## config.mk

```make
export PLATFORM = sky130hd
export DESIGN_NAME = ris_irq
export DESIGN_NICKNAME = d
export VERILOG_FILES = /design/src/ris_pkg.sv /design/src/ris_irq.sv
export VERILOG_INCLUDE_DIRS = /design/src
export SDC_FILE = /design/constraint.sdc
export NUM_CORES = 1
export LEC_CHECK = 0
export BUFFER_PORTS_ARGS = -buffer_cell sky130_fd_sc_hd__buf_2
export CELL_PAD_IN_SITES_DETAIL_PLACEMENT = 1
export CELL_PAD_IN_SITES_GLOBAL_PLACEMENT = 1
export CORE_MARGIN = 2
export CORE_UTILIZATION = 30
export DETAILED_ROUTE_END_ITERATION = 10
export GPL_TIMING_DRIVEN = 0
export PLACE_DENSITY_LB_ADDON = 0.25
export SYNTH_ARGS = -nofsm -noshare
export SYNTH_HDL_FRONTEND = slang
export SYNTH_SLANG_ARGS = --single-unit
```

## constraint.sdc

```tcl
create_clock -name pclk -period 5.33 [get_ports pclk]
set_clock_uncertainty 0.1 [all_clocks]
set_input_delay 1.3325 -clock pclk [delete_from_list [all_inputs] [get_ports pclk]]
set_output_delay 1.3325 -clock pclk [all_outputs]
set_load 0.02 [all_outputs]
```

## src/ris_cfg.svh

```systemverilog
// offsets, bit positions, reset values and log depth for the rt1 interrupt block
`ifndef RIS_CFG_SVH
`define RIS_CFG_SVH
`define RIS_OFF_ENABLE 12'h000
`define RIS_OFF_PENDING 12'h004
`define RIS_OFF_CLEAR 12'h008
`define RIS_OFF_CONFIG 12'h00c
`define RIS_OFF_ILLEGAL 12'h010
`define RIS_OFF_ACCESS 12'h014
`define RIS_OFF_INDEX 12'h018
`define RIS_OFF_LOG 12'h01c
`define RIS_OFF_LAST_CMD 12'h020
`define RIS_BIT_IXZ 7
`define RIS_BIT_ILL 6
`define RIS_BIT_BCST 5
`define RIS_BIT_MERR 4
`define RIS_BIT_IWA 3
`define RIS_EVT_MASK 8'hf8
`define RIS_RST_ENABLE 8'h00
`define RIS_RST_CONFIG 2'h0
`define RIS_CFG_BCST_EN 0
`define RIS_CFG_BCST_INV 1
`define RIS_BCST_ADDR 5'h1f
`define RIS_LOG_DEPTH 32
`endif

```

## src/ris_pkg.sv

```systemverilog
// types shared by the rt1 interrupt block
package ris_pkg;
    // one decoded command word from the protocol engine
    typedef struct packed {
        logic valid;
        logic [4:0] rt_addr;
        logic tr;
        logic [4:0] subaddr;
        logic [4:0] wc_mc;
    } ris_cmd_type;
    // per-message completion report
    typedef struct packed {
        logic done;
        logic msg_error;
        logic [4:0] subaddr;
        logic tr;
        logic circular;
    } ris_msg_type;
    // status reply request toward the encoder
    typedef struct packed {
        logic send;
        logic msg_error;
        logic suppress_data;
    } ris_reply_type;
endpackage

```

## src/ris_irq.sv

```systemverilog
// rt1 interrupt sources: event detection, pending, log and irq
//
// The APB interface to the registers and the register addresses were left to the implementer.
`timescale 1ns/1ps
`include "ris_cfg.svh"
module ris_irq import ris_pkg::*; #(
    parameter int LOG_DEPTH = `RIS_LOG_DEPTH
) (
    input wire logic pclk,
    input wire logic presetn,
    input wire logic psel,
    input wire logic penable,
    input wire logic pwrite,
    input wire logic [11:0] paddr,
    input wire logic [31:0] pwdata,
    output logic [31:0] prdata,
    output logic pready,
    output logic pslverr,
    input wire logic [4:0] own_rt_addr,
    input wire ris_cmd_type cmd_in,
    input wire ris_msg_type msg_in,
    output ris_reply_type reply_out,
    output logic irq
);
    // software-visible state
    logic [7:0] enable;
    logic [7:0] pending;
    logic [1:0] config_bits;
    logic [31:0] illegal_tab [0:1];
    logic [31:0] access_tab [0:1];
    logic [7:0] index_cnt [0:31];
    logic [7:0] log_mem [0:LOG_DEPTH-1];
    logic [$clog2(LOG_DEPTH)-1:0] log_wr;
    logic [$clog2(LOG_DEPTH)-1:0] log_rd;
    ris_cmd_type last_cmd;
    logic [4:0] msg_idx;
    logic [7:0] events;
    logic [7:0] logged;
    logic [7:0] clear_mask;
    logic cmd_for_us;
    logic is_bcst;
    logic cmd_illegal;
    logic cmd_iwa;
    logic idx_hit;
    logic wr_en;
    logic rd_en;
    logic idx_wr;

    assign wr_en = psel && penable && pwrite;
    assign rd_en = psel && penable && !pwrite;
    assign idx_wr = wr_en && paddr[11:7] == 5'h01;
    // counter slot of the finished message
    assign msg_idx = {msg_in.tr, msg_in.subaddr[3:0]};

    // address decode: broadcast only when enabled and not invalidated
    assign is_bcst = cmd_in.rt_addr == `RIS_BCST_ADDR && config_bits[`RIS_CFG_BCST_EN]
        && !config_bits[`RIS_CFG_BCST_INV];
    assign cmd_for_us = cmd_in.valid && (cmd_in.rt_addr == own_rt_addr || is_bcst)
        && !(cmd_in.rt_addr == `RIS_BCST_ADDR && config_bits[`RIS_CFG_BCST_INV]);
    // table lookup: tr selects the table word, subaddress the bit
    assign cmd_illegal = illegal_tab[cmd_in.tr][cmd_in.subaddr];
    assign cmd_iwa = access_tab[cmd_in.tr][cmd_in.subaddr];
    // indexed count reaching zero or circular quota done
    assign idx_hit = msg_in.done && !msg_in.msg_error
        && index_cnt[{msg_in.tr, msg_in.subaddr[3:0]}] == 8'h01;

    // event vector, low bits hard zero
    always_comb begin
        events = 8'h00;
        events[`RIS_BIT_IXZ] = idx_hit;
        events[`RIS_BIT_ILL] = cmd_for_us && cmd_illegal;
        events[`RIS_BIT_BCST] = cmd_for_us && is_bcst;
        events[`RIS_BIT_MERR] = msg_in.done && msg_in.msg_error;
        events[`RIS_BIT_IWA] = cmd_for_us && cmd_iwa;
        logged = events & enable & `RIS_EVT_MASK;
        clear_mask = (wr_en && paddr == `RIS_OFF_CLEAR) ? pwdata[7:0] : 8'h00;
    end

    // registers written by software
    always_ff @(posedge pclk or negedge presetn) begin
        if (!presetn) begin
            enable <= `RIS_RST_ENABLE;
            config_bits <= `RIS_RST_CONFIG;
            illegal_tab[0] <= 32'h00000000;
            illegal_tab[1] <= 32'h00000000;
            access_tab[0] <= 32'h00000000;
            access_tab[1] <= 32'h00000000;
        end else if (wr_en) begin
            case (paddr)
                `RIS_OFF_ENABLE: enable <= pwdata[7:0] & `RIS_EVT_MASK;
                `RIS_OFF_CONFIG: config_bits <= pwdata[1:0];
                `RIS_OFF_ILLEGAL: illegal_tab[pwdata[31]] <= {1'b0, pwdata[30:0]};
                `RIS_OFF_ACCESS: access_tab[pwdata[31]] <= {1'b0, pwdata[30:0]};
                default: ;
            endcase
        end
    end

    // message index counters, loaded by software, counted per message
    always_ff @(posedge pclk or negedge presetn) begin
        if (!presetn) begin
            for (int i = 0; i < 32; i++) begin
                index_cnt[i] <= 8'h00;
            end
        end else begin
            if (msg_in.done && !msg_in.msg_error
                && index_cnt[{msg_in.tr, msg_in.subaddr[3:0]}] != 8'h00) begin
                index_cnt[{msg_in.tr, msg_in.subaddr[3:0]}] <=
                    index_cnt[{msg_in.tr, msg_in.subaddr[3:0]}] - 8'h01;
            end
            if (idx_wr) begin
                index_cnt[paddr[6:2]] <= pwdata[7:0];
            end
        end
    end

    // sticky pending bits, set wins over clear
    always_ff @(posedge pclk or negedge presetn) begin
        if (!presetn) begin
            pending <= 8'h00;
        end else begin
            pending <= ((pending & ~clear_mask) | logged) & `RIS_EVT_MASK;
        end
    end

    // interrupt log ring, newest entries overwrite oldest
    always_ff @(posedge pclk or negedge presetn) begin
        if (!presetn) begin
            log_wr <= '0;
        end else if (logged != 8'h00) begin
            log_mem[log_wr] <= logged;
            log_wr <= log_wr + 1'b1;
        end
    end

    // log read pointer advances on each log read while the log is not empty
    always_ff @(posedge pclk or negedge presetn) begin
        if (!presetn) begin
            log_rd <= '0;
        end else if (rd_en && paddr == `RIS_OFF_LOG && log_rd != log_wr) begin
            log_rd <= log_rd + 1'b1;
        end
    end

    // status-only reply with error flag for illegal commands
    always_ff @(posedge pclk or negedge presetn) begin
        if (!presetn) begin
            reply_out <= '0;
            last_cmd <= '0;
        end else begin
            reply_out.send <= cmd_for_us && !is_bcst;
            reply_out.msg_error <= cmd_for_us && cmd_illegal;
            reply_out.suppress_data <= cmd_for_us && cmd_illegal;
            if (cmd_for_us) begin
                last_cmd <= cmd_in;
            end
        end
    end

    // irq level follows enabled pending bits
    always_ff @(posedge pclk or negedge presetn) begin
        if (!presetn) begin
            irq <= 1'b0;
        end else begin
            irq <= |(((pending & ~clear_mask) | logged) & enable);
        end
    end

    // apb read data and zero-wait answer
    always_ff @(posedge pclk or negedge presetn) begin
        if (!presetn) begin
            prdata <= 32'h00000000;
            pready <= 1'b0;
            pslverr <= 1'b0;
        end else begin
            pready <= psel && !penable;
            pslverr <= 1'b0;
            if (psel && !penable) begin
                pslverr <= !(paddr <= `RIS_OFF_LAST_CMD || paddr[11:7] == 5'h01)
                    || paddr[1:0] != 2'h0;
                case (paddr)
                    `RIS_OFF_ENABLE: prdata <= {24'h000000, enable};
                    `RIS_OFF_PENDING: prdata <= {24'h000000, pending};
                    `RIS_OFF_CONFIG: prdata <= {30'h00000000, config_bits};
                    `RIS_OFF_LOG: prdata <= {24'h000000,
                        (log_rd != log_wr) ? log_mem[log_rd] : 8'h00};
                    `RIS_OFF_LAST_CMD: prdata <= {15'h0000, last_cmd};
                    default: prdata <= idx_wr_read(paddr);
                endcase
            end
        end
    end

    // index counter readback, zero elsewhere
    function automatic logic [31:0] idx_wr_read(input logic [11:0] a);
        logic [31:0] r;
        r = 32'h00000000;
        if (a[11:7] == 5'h01) begin
            r = {24'h000000, index_cnt[a[6:2]]};
        end
        return r;
    endfunction

    // checks: reserved bits
    chk_low_bits_zero: assert property (@(posedge pclk) disable iff (!presetn)
        pending[2:0] == 3'h0)
        else $error("reserved pending bits set");
    chk_enable_low: assert property (@(posedge pclk) disable iff (!presetn)
        enable[2:0] == 3'h0)
        else $error("reserved enable bits set");

    // checks: illegal command detection and reply
    chk_ill_flag: assert property (@(posedge pclk) disable iff (!presetn)
        (cmd_for_us && cmd_illegal) |-> events[6])
        else $error("illegal missed");
    chk_ill_only: assert property (@(posedge pclk) disable iff (!presetn)
        events[6] |-> cmd_for_us && cmd_illegal)
        else $error("illegal event without illegal command");
    chk_ill_reply: assert property (@(posedge pclk) disable iff (!presetn)
        (cmd_for_us && cmd_illegal) |=> reply_out.msg_error && reply_out.suppress_data)
        else $error("illegal reply wrong");
    chk_legal_reply: assert property (@(posedge pclk) disable iff (!presetn)
        (cmd_for_us && !cmd_illegal) |=> !reply_out.msg_error && !reply_out.suppress_data)
        else $error("legal reply carries error");
    chk_disabled_ill: assert property (@(posedge pclk) disable iff (!presetn)
        (events[6] && !enable[6] && !pending[6] && clear_mask == 8'h00) |=> !pending[6])
        else $error("disabled illegal event changed pending");
    chk_ill_unlogged: assert property (@(posedge pclk) disable iff (!presetn)
        (events[6] && !enable[6]) |-> !logged[6])
        else $error("disabled illegal event logged");

    // checks: broadcast reception and invalidation
    chk_bcst_flag: assert property (@(posedge pclk) disable iff (!presetn)
        (cmd_in.valid && cmd_in.rt_addr == 5'h1f && config_bits == 2'h1) |-> events[5])
        else $error("broadcast missed");
    chk_bcst_off: assert property (@(posedge pclk) disable iff (!presetn)
        !config_bits[0] |-> !events[5])
        else $error("broadcast event while not enabled");
    chk_bcst_noreply: assert property (@(posedge pclk) disable iff (!presetn)
        (cmd_for_us && is_bcst) |=> !reply_out.send)
        else $error("status sent for broadcast");
    chk_bcst_inv: assert property (@(posedge pclk) disable iff (!presetn)
        config_bits[1] |-> !events[5])
        else $error("broadcast event while invalid");
    chk_inv_ignored: assert property (@(posedge pclk) disable iff (!presetn)
        (cmd_in.rt_addr == 5'h1f && config_bits[1]) |-> !cmd_for_us)
        else $error("invalidated address accepted");

    // checks: message error and access notification
    chk_merr_flag: assert property (@(posedge pclk) disable iff (!presetn)
        (msg_in.done && msg_in.msg_error) |-> events[4])
        else $error("merr missed");
    chk_merr_only: assert property (@(posedge pclk) disable iff (!presetn)
        events[4] |-> msg_in.done && msg_in.msg_error)
        else $error("merr event without error");
    chk_iwa_flag: assert property (@(posedge pclk) disable iff (!presetn)
        (cmd_for_us && cmd_iwa) |-> events[3])
        else $error("iwa missed");
    chk_iwa_only: assert property (@(posedge pclk) disable iff (!presetn)
        events[3] |-> cmd_for_us && cmd_iwa)
        else $error("iwa event without option");

    // checks: index counters
    chk_idx_zero: assert property (@(posedge pclk) disable iff (!presetn)
        idx_hit && !idx_wr |=> index_cnt[$past(msg_idx)] == 8'h00)
        else $error("index not zero");
    chk_idx_count: assert property (@(posedge pclk) disable iff (!presetn)
        (msg_in.done && !msg_in.msg_error && index_cnt[msg_idx] != 8'h00 && !idx_wr)
        |=> index_cnt[$past(msg_idx)] == $past(index_cnt[msg_idx]) - 8'h01)
        else $error("index count not stepped");
    chk_idx_err_none: assert property (@(posedge pclk) disable iff (!presetn)
        (msg_in.done && msg_in.msg_error) |-> !events[7])
        else $error("index event on errored message");

    // checks: pending, irq and log
    chk_enabled_set: assert property (@(posedge pclk) disable iff (!presetn)
        (logged != 8'h00) |=> (pending & $past(logged)) == $past(logged) && irq)
        else $error("enabled event not pending");
    chk_irq_level: assert property (@(posedge pclk) disable iff (!presetn)
        1'b1 |=> irq == |(pending & $past(enable)))
        else $error("irq level wrong");
    chk_pend_sticky: assert property (@(posedge pclk) disable iff (!presetn)
        1'b1 |=> (pending & $past(pending & ~clear_mask)) == $past(pending & ~clear_mask))
        else $error("pending bit lost");
    chk_log_push: assert property (@(posedge pclk) disable iff (!presetn)
        (logged != 8'h00) |=> log_wr == $past(log_wr) + 1'b1)
        else $error("log entry not pushed");

    // checks: bus answer shape
    chk_ready_pulse: assert property (@(posedge pclk) disable iff (!presetn)
        pready |=> !pready)
        else $error("pready longer than one cycle");
    chk_err_ready: assert property (@(posedge pclk) disable iff (!presetn)
        pslverr |-> pready)
        else $error("pslverr without pready");
endmodule

```

**Word-level counts from Yosys, hierarchy flattened**

Memories as Yosys holds them, arrays and structs flattened.
Cells that the tools add are included.

- Register bits: 460
- Memory bits (writable): 160
- Input bits: 80
- Output and inout bits: 38
- Memories: 1

Memory list:

| memory | depth | bits a word | read ports | clocked after Yosys merged registers in | wr ports | line | text |
|---|---|---|---|---|---|---|---|
| log_mem | 32 | 5 | 1 | 0 | 1 | ris_irq.sv:32 | `logic [7:0] log_mem [0:LOG_DEPTH-1];` |

- $add $sub $neg: 3
- Order comparisons: 9
- Equal/unequal tests: 12
- Multiplexer cells: 35
- Bitwise operators: 9
- Reductions and logical operators: 44

Operators with widths:

| operator | number |
|---|---|
| $bwmux 256 | 2 |
| $mux 256 | 2 |
| $mux 32 | 7 |
| $bwmux 64 | 2 |
| $pmux 17 s5 | 1 |
| $bmux 8 s5 | 2 |
| $demux 8 s5 | 2 |
| $mux 8 | 9 |
| $eq 12x5->1 const B | 3 |
| $demux 32 s1 | 1 |
| $logic_and 1x1->1 | 25 |
| $and 8x8->8 | 3 |
| $eq 12x4->1 const B | 2 |
| $reduce_bool 8->1 | 2 |
| $eq 12x3->1 const B | 1 |
| $eq 12x6->1 const B | 1 |
| $ge 6x6->1 const B | 2 |
| $le 12x6->1 const B | 1 |
| $logic_not 12->1 | 1 |
| $lt 6x1->1 const B | 2 |
| $not 5->6 | 2 |
| $add 5x1->5 const B | 2 |
| $bmux 1 s5 | 2 |
| $eq 8x1->1 const B | 1 |
| 17 further kinds | 34 |

**Depth between registers and ports, before layout**

- Depth after elaboration: 12
- Depth in mapped cells: 19
- Mapped depth without buffers: 12

**Least setup slack after synthesis**

OpenSTA, ideal clock, no wires.

- Path kind: input to register
- From: input msg_in[2] in the netlist's numbering
- To: memory log_mem[10][0] in the netlist's numbering, enable pin
- Arrival: 5428 ps
- Setup slack: -572 ps
- Stages: 19
- Buffers on the path: 7
- Cells stage by stage: buf_6 -> buf_6 -> buf_6 -> buf_2 -> mux2i_1 -> o22ai_1 -> nor4_1 -> and2_1 -> buf_2 -> buf_4 -> inv_1 -> ha_1 -> and3_1 -> nand3_1 -> nor4_2 -> or3_1 -> nor3_2 -> buf_2 -> nor3_1

- Longest elaborated chain between the ends: 11

Ends and longest elaborated chain:

| item | line | text |
|---|---|---|
| start, declared | ris_irq.sv:21 | `input wire ris_msg_type msg_in,` |
| $not 5->6 (not written as such) | ris_irq.sv:65 | `&& index_cnt[{msg_in.tr, msg_in.subaddr[3:0]}] == 8'h01;` |
| $bmux 8 s5 | ris_irq.sv:65 |  |
| $mux 8 (not written as such) (2 in a row) | ris_irq.sv:65 |  |
| $eq 8x1->1 | ris_irq.sv:65 |  |
| $logic_and 1x1->1 | ris_irq.sv:65 |  |
| $and 8x8->8 | ris_irq.sv:75 | `` logged = events & enable & `RIS_EVT_MASK; `` |
| named net logged[7] | ris_irq.sv:38 | `logic [7:0] logged;` |
| $reduce_bool 8->1 | ris_irq.sv:130 | `end else if (logged != 8'h00) begin` |
| $mux 1 | ris_irq.sv:130 |  |
| $logic_and 1x1->1 (not written as such) | ris_irq.sv:131 | `log_mem[log_wr] <= logged;` |
| $mux 1 (not written as such) | ris_irq.sv:131 |  |
| end, declared | ris_irq.sv:32 |  |

The timed path passes the listed nets, and every way through them passes these cells. The select of a mux whose other input is x is not followed.

**Worst setup path in the final report**

- From: input msg_in[2] in the netlist's numbering
- To: register index_cnt[135] in the netlist's numbering

- Longest elaborated chain between the ends: 9
- Elaborated cells between the ends (all ways): 16
- Those cells by class: add/sub (1); order compare (2); mux (9); bitwise (1); reduce/logical (3)

Ends and longest elaborated chain:

| item | line | text |
|---|---|---|
| $not 5->6 (not written as such) * | ris_irq.sv:107, ris_irq.sv:108, ris_irq.sv:109 |  |
| $bmux 8 s5 (tied with other cells) | ris_irq.sv:107, ris_irq.sv:109 |  |
| $mux 8 (not written as such) or $logic_and 1x1->1 (tied branches) | ris_irq.sv:107, ris_irq.sv:109, ris_irq.sv:108 |  |
| $mux 8 (on tied branches) | ris_irq.sv:107, ris_irq.sv:109, ris_irq.sv:108 |  |
| $sub 8x1->8 (tied with other cells) | ris_irq.sv:109 | `index_cnt[{msg_in.tr, msg_in.subaddr[3:0]}] - 8'h01;` |
| $bwmux 256 or $logic_and 1x1->1 (tied branches) | ris_irq.sv:108, ris_irq.sv:107 |  |
| $mux 256 * | ris_irq.sv:106 | `if (msg_in.done && !msg_in.msg_error` |
| $bwmux 256 | ris_irq.sv:112 | `index_cnt[paddr[6:2]] <= pwdata[7:0];` |
| $mux 256 * | ris_irq.sv:111 | `if (idx_wr) begin` |
| end signal, assigned by index | ris_irq.sv:108 | `index_cnt[{msg_in.tr, msg_in.subaddr[3:0]}] <=` |
| end signal, assigned by index | ris_irq.sv:112 |  |
| end, declared | ris_irq.sv:31 | `logic [7:0] index_cnt [0:31];` |

Every way passes the cells marked *; elsewhere a longest branch is shown, timed or not. The select of a mux whose other input is x is not followed.
A chain may end at the register's enable or synchronous reset.

==> results.cfg <==
[run_status]
status = finished clean

[cts]
clockBufferDepth = 3
holdBufCountCts = 0
cts.sinks = 601
h-tree-depth = 3
cts-root-buf = clkbuf_16
clk_pin_slew_ps = 60
cts_buffers = 73
worstSkewPairLatency_ps = 660
cts_tree = done

[timing]
setup_viol = 0
max_freq_mhz = 189
period_needed_ps = 5290
slew_headroom_pct = 9.42
tightest_slew_ps = 1360
period_share_pct = 99.2
slew_violations = 0
final_hold_viol_count = 0
rsz0062_at_grt = false

[yosys]
async_reset_ff_share_pct = 73.4
synth_flop_cell = dfrtp_1
synth_edf_count = 160
ys.warnings.count = 0
ys_ff_latch = 601
netlist_area_sq_um = 32200
ys_seq_area_share_pct = 49.2
synth_top_cell_area_share_pct = 34.3
yosysTopAreaCell = dfrtp_1
ys_types = 75
yosys-top-cells-area = dfrtp_1, edfxtp_1, mux2i_1
synth_area_per_cell_sq_um = 12.3
synthCells = 2611

[cells_and_area]
area_growth_pct = 18.1
layout-drive-gt1-share_pct = 25.8
fin_util_pct = 35.6
nets = 2907

[worst_setup_path]
rr_startpoint = index_cnt[224]$_DFF_PN0_
slowest_delay_ps = 740
startpoint = msg_in[2]
path_class = in2reg
r2r_end = log_mem[24][3]$_DFFE_PP_
cp_num_buf_inv = 6
crit_arrival_ps = 5760
slowest_stage = xor2_1
cp.required_ps = 5800
cp_max_fo = 10
startpoint_type = input pin
end_kind = register
reg2regPathDepth = 19
critPathTopFamily = buffers and inverters
path_cells = buf_2 -> buf_12 -> buf_4 -> buf_4 -> buf_8 -> mux2i_1 -> o22ai_1 -> nor4_2 -> nand4_4 -> nor4_2 -> xor2_1 -> buf_2 -> mux2i_1 -> o21ai_1
reg2reg_slack_ps = 990

[grt]
grt_pass1_wl_mm = 192
grt_pass1_vias = 25039
overflow = 0
grt_max_degree = 115
grt_antenna_before_repair = 15
grt_use_total_pct = 24.2

[power_and_ir_drop]
worst_ir_drop_vdd_uv = 231
power_uw = 12100
leakagePower_uw = 0.0159
p_per_area_nw_per_um2 = 319

[place]
portBuffers = 92
place.gp.congestion = 0.975
hpwl_mm = 97.7

[drt]
vias = 24045
drt-total-wl_mm = 134
drt-initial-drc-count = 2162
via_per_inst = 5.62
wire_per_inst_um = 31.3
dr.pass1.iters = 6
drtAntennaViolNets = 0
drc = 0

[min_path]
whs_endpoint = prdata[11]$_DFFE_PN0P_
hp-start = prdata[11]$_DFFE_PN0P_
min_path_cells = 2
min_path_type = reg2reg

[floorplan]
dieWidth_um = 331
initial_utilization_pct = 30.1
rows = 120
die_y_um = 331
ios = 118
coreArea_sq_um = 107000
die-area_sq_um = 110000

[flow_run]
max-cap-violations = 0
## logic make-up (layout without fill, tap and decap cells)
kind of cell,Yosys count,after routing,synth area share (%)
simple gates,614,614,10.4
mux,728,728,28.5
other cells,1,19,0.0117
buf+inv,238,486,3.94
flops,601,601,49.2
compound gates,397,397,6.98
fa+ha+maj,8,8,0.311
xor+xnor,24,24,0.653
## where the power goes
group	switching [uW]	internal (uW)	total, uW
clock network	2100	2980	5080
registers	213	4910	5130
logic	1360	571	1930
## final cells by class
| class | count | area (sq um) |
|---|---|---|
| plain buffers | 229 | 1380 |
| flip-flops and latches | 601 | 15800 |
| clock inverters | 22 | 310 |
| multi-input cells | 1786 | 15700 |
| inverters | 7 | 26.3 |
| diodes | 4 | 10.0 |
| fillers | 11316 | 68800 |
| clock buffers | 107 | 2120 |
| well taps | 1403 | 1760 |
| repair buffers | 121 | 833 |
## tightest hold or removal path: stages, from the launching register on
cell	delay, ps
dfrtp_1	340
nand2_1	50
nand2_1	50
## how the worst max path moves through the flow
stage | to | slack (ps) | cells after the start
after floorplan | log_mem[0][0]$_DFFE_PP_ | -40 | 16
after global placement | log_mem[20][3]$_DFFE_PP_ | -8840 | 3
after detailed placement | log_mem[24][3]$_DFFE_PP_ | -1720 | 22
after CTS | log_mem[24][3]$_DFFE_PP_ | 60 | 24
after global routing | index_cnt[167]$_DFF_PN0_ | 10 | 14
final | index_cnt[135]$_DFF_PN0_ | 40 | 14
## cells in the final DEF, fill, tap and decap left out, types with 24 or more instances in the layout
| cell type | n |
|---|---|
| nor3_4 | 65 |
| o21ai_1 | 184 |
| buf_2 | 132 |
| buf_4 | 52 |
| clkbuf_1 | 94 |
| o21ai_0 | 24 |
| edfxtp_1 | 160 |
| nand2_1 | 287 |
| clkbuf_16 | 75 |
| mux2_2 | 153 |
| dfrtp_1 | 441 |
| o22ai_1 | 58 |
| nor2_1 | 97 |
| a21oi_1 | 77 |
| buf_1 | 46 |
| nand3_1 | 33 |
| mux2i_1 | 429 |
| mux4_2 | 132 |
## sequential cells by signal (all words and copies together), names as in the netlist, 2 cells and up
| signal | flops |
|---|---|
| index_cnt | 256 |
| log_mem | 160 |
| access_tab | 62 |
| illegal_tab | 62 |
| last_cmd | 17 |
| prdata | 17 |
| enable | 5 |
| log_rd | 5 |
| log_wr | 5 |
| pending | 5 |
| config_bits | 2 |
| reply_out | 2 |
## synth_stat cells (6+ instances only)
cell type      instances
nand4bb_1              6
nand3b_1               7
o21ai_0               24
a22oi_1               12
nor3_1                47
clkbuf_1              80
a21oi_1               78
mux2i_1              440
nor2_1                98
nor4_2                 7
o21ai_1              184
or3_1                  6
mux2_2               153
buf_2                 48
dfrtp_1              441
ha_1                   8
nor4_1                11
nor2b_1               15
xor2_1                13
buf_1                 46
nand2b_1              10
nand3_1               34
buf_4                 36
nor3_4                32
nand4_1               12
o31ai_1                6
buf_6                  7
nand2_1              288
inv_1                  6
xnor2_1               11
o22ai_1               60
mux4_2               132
dlygate4sd1_1          6
edfxtp_1             160
## per-stage QoR
stage,TNS [ps],std cells,setup WS [ps],cell area (sq um),hold WS [ps]
detailed placement,-562810,4127,-1720,35000,356
CTS,0,4268,56.2,37800,380
finish,0,4280,42.9,38000,378
global placement,-4520230,4120,-8840,34800,352
global route,0,4278,9.52,38000,411
floorplan,-351,2625,-35.1,32600,339
## layer usage
layer / GRT usage (%) / up-vias / wire, um
met5: 0 / - / 118
met4: 8.04 / 20 / 4790
met3: 5.36 / 245 / 9470
met2: 38.3 / 873 / 61600
met1: 32.7 / 12800 / 57700
li1: - / 10107 / -
## repair_timing
item	CTS	global route
pin swaps	3	4
setup endpoints to repair	422	211
gates resized for setup	59	14
buffers inserted	12	10
Power figures use the tool's default switching activity.
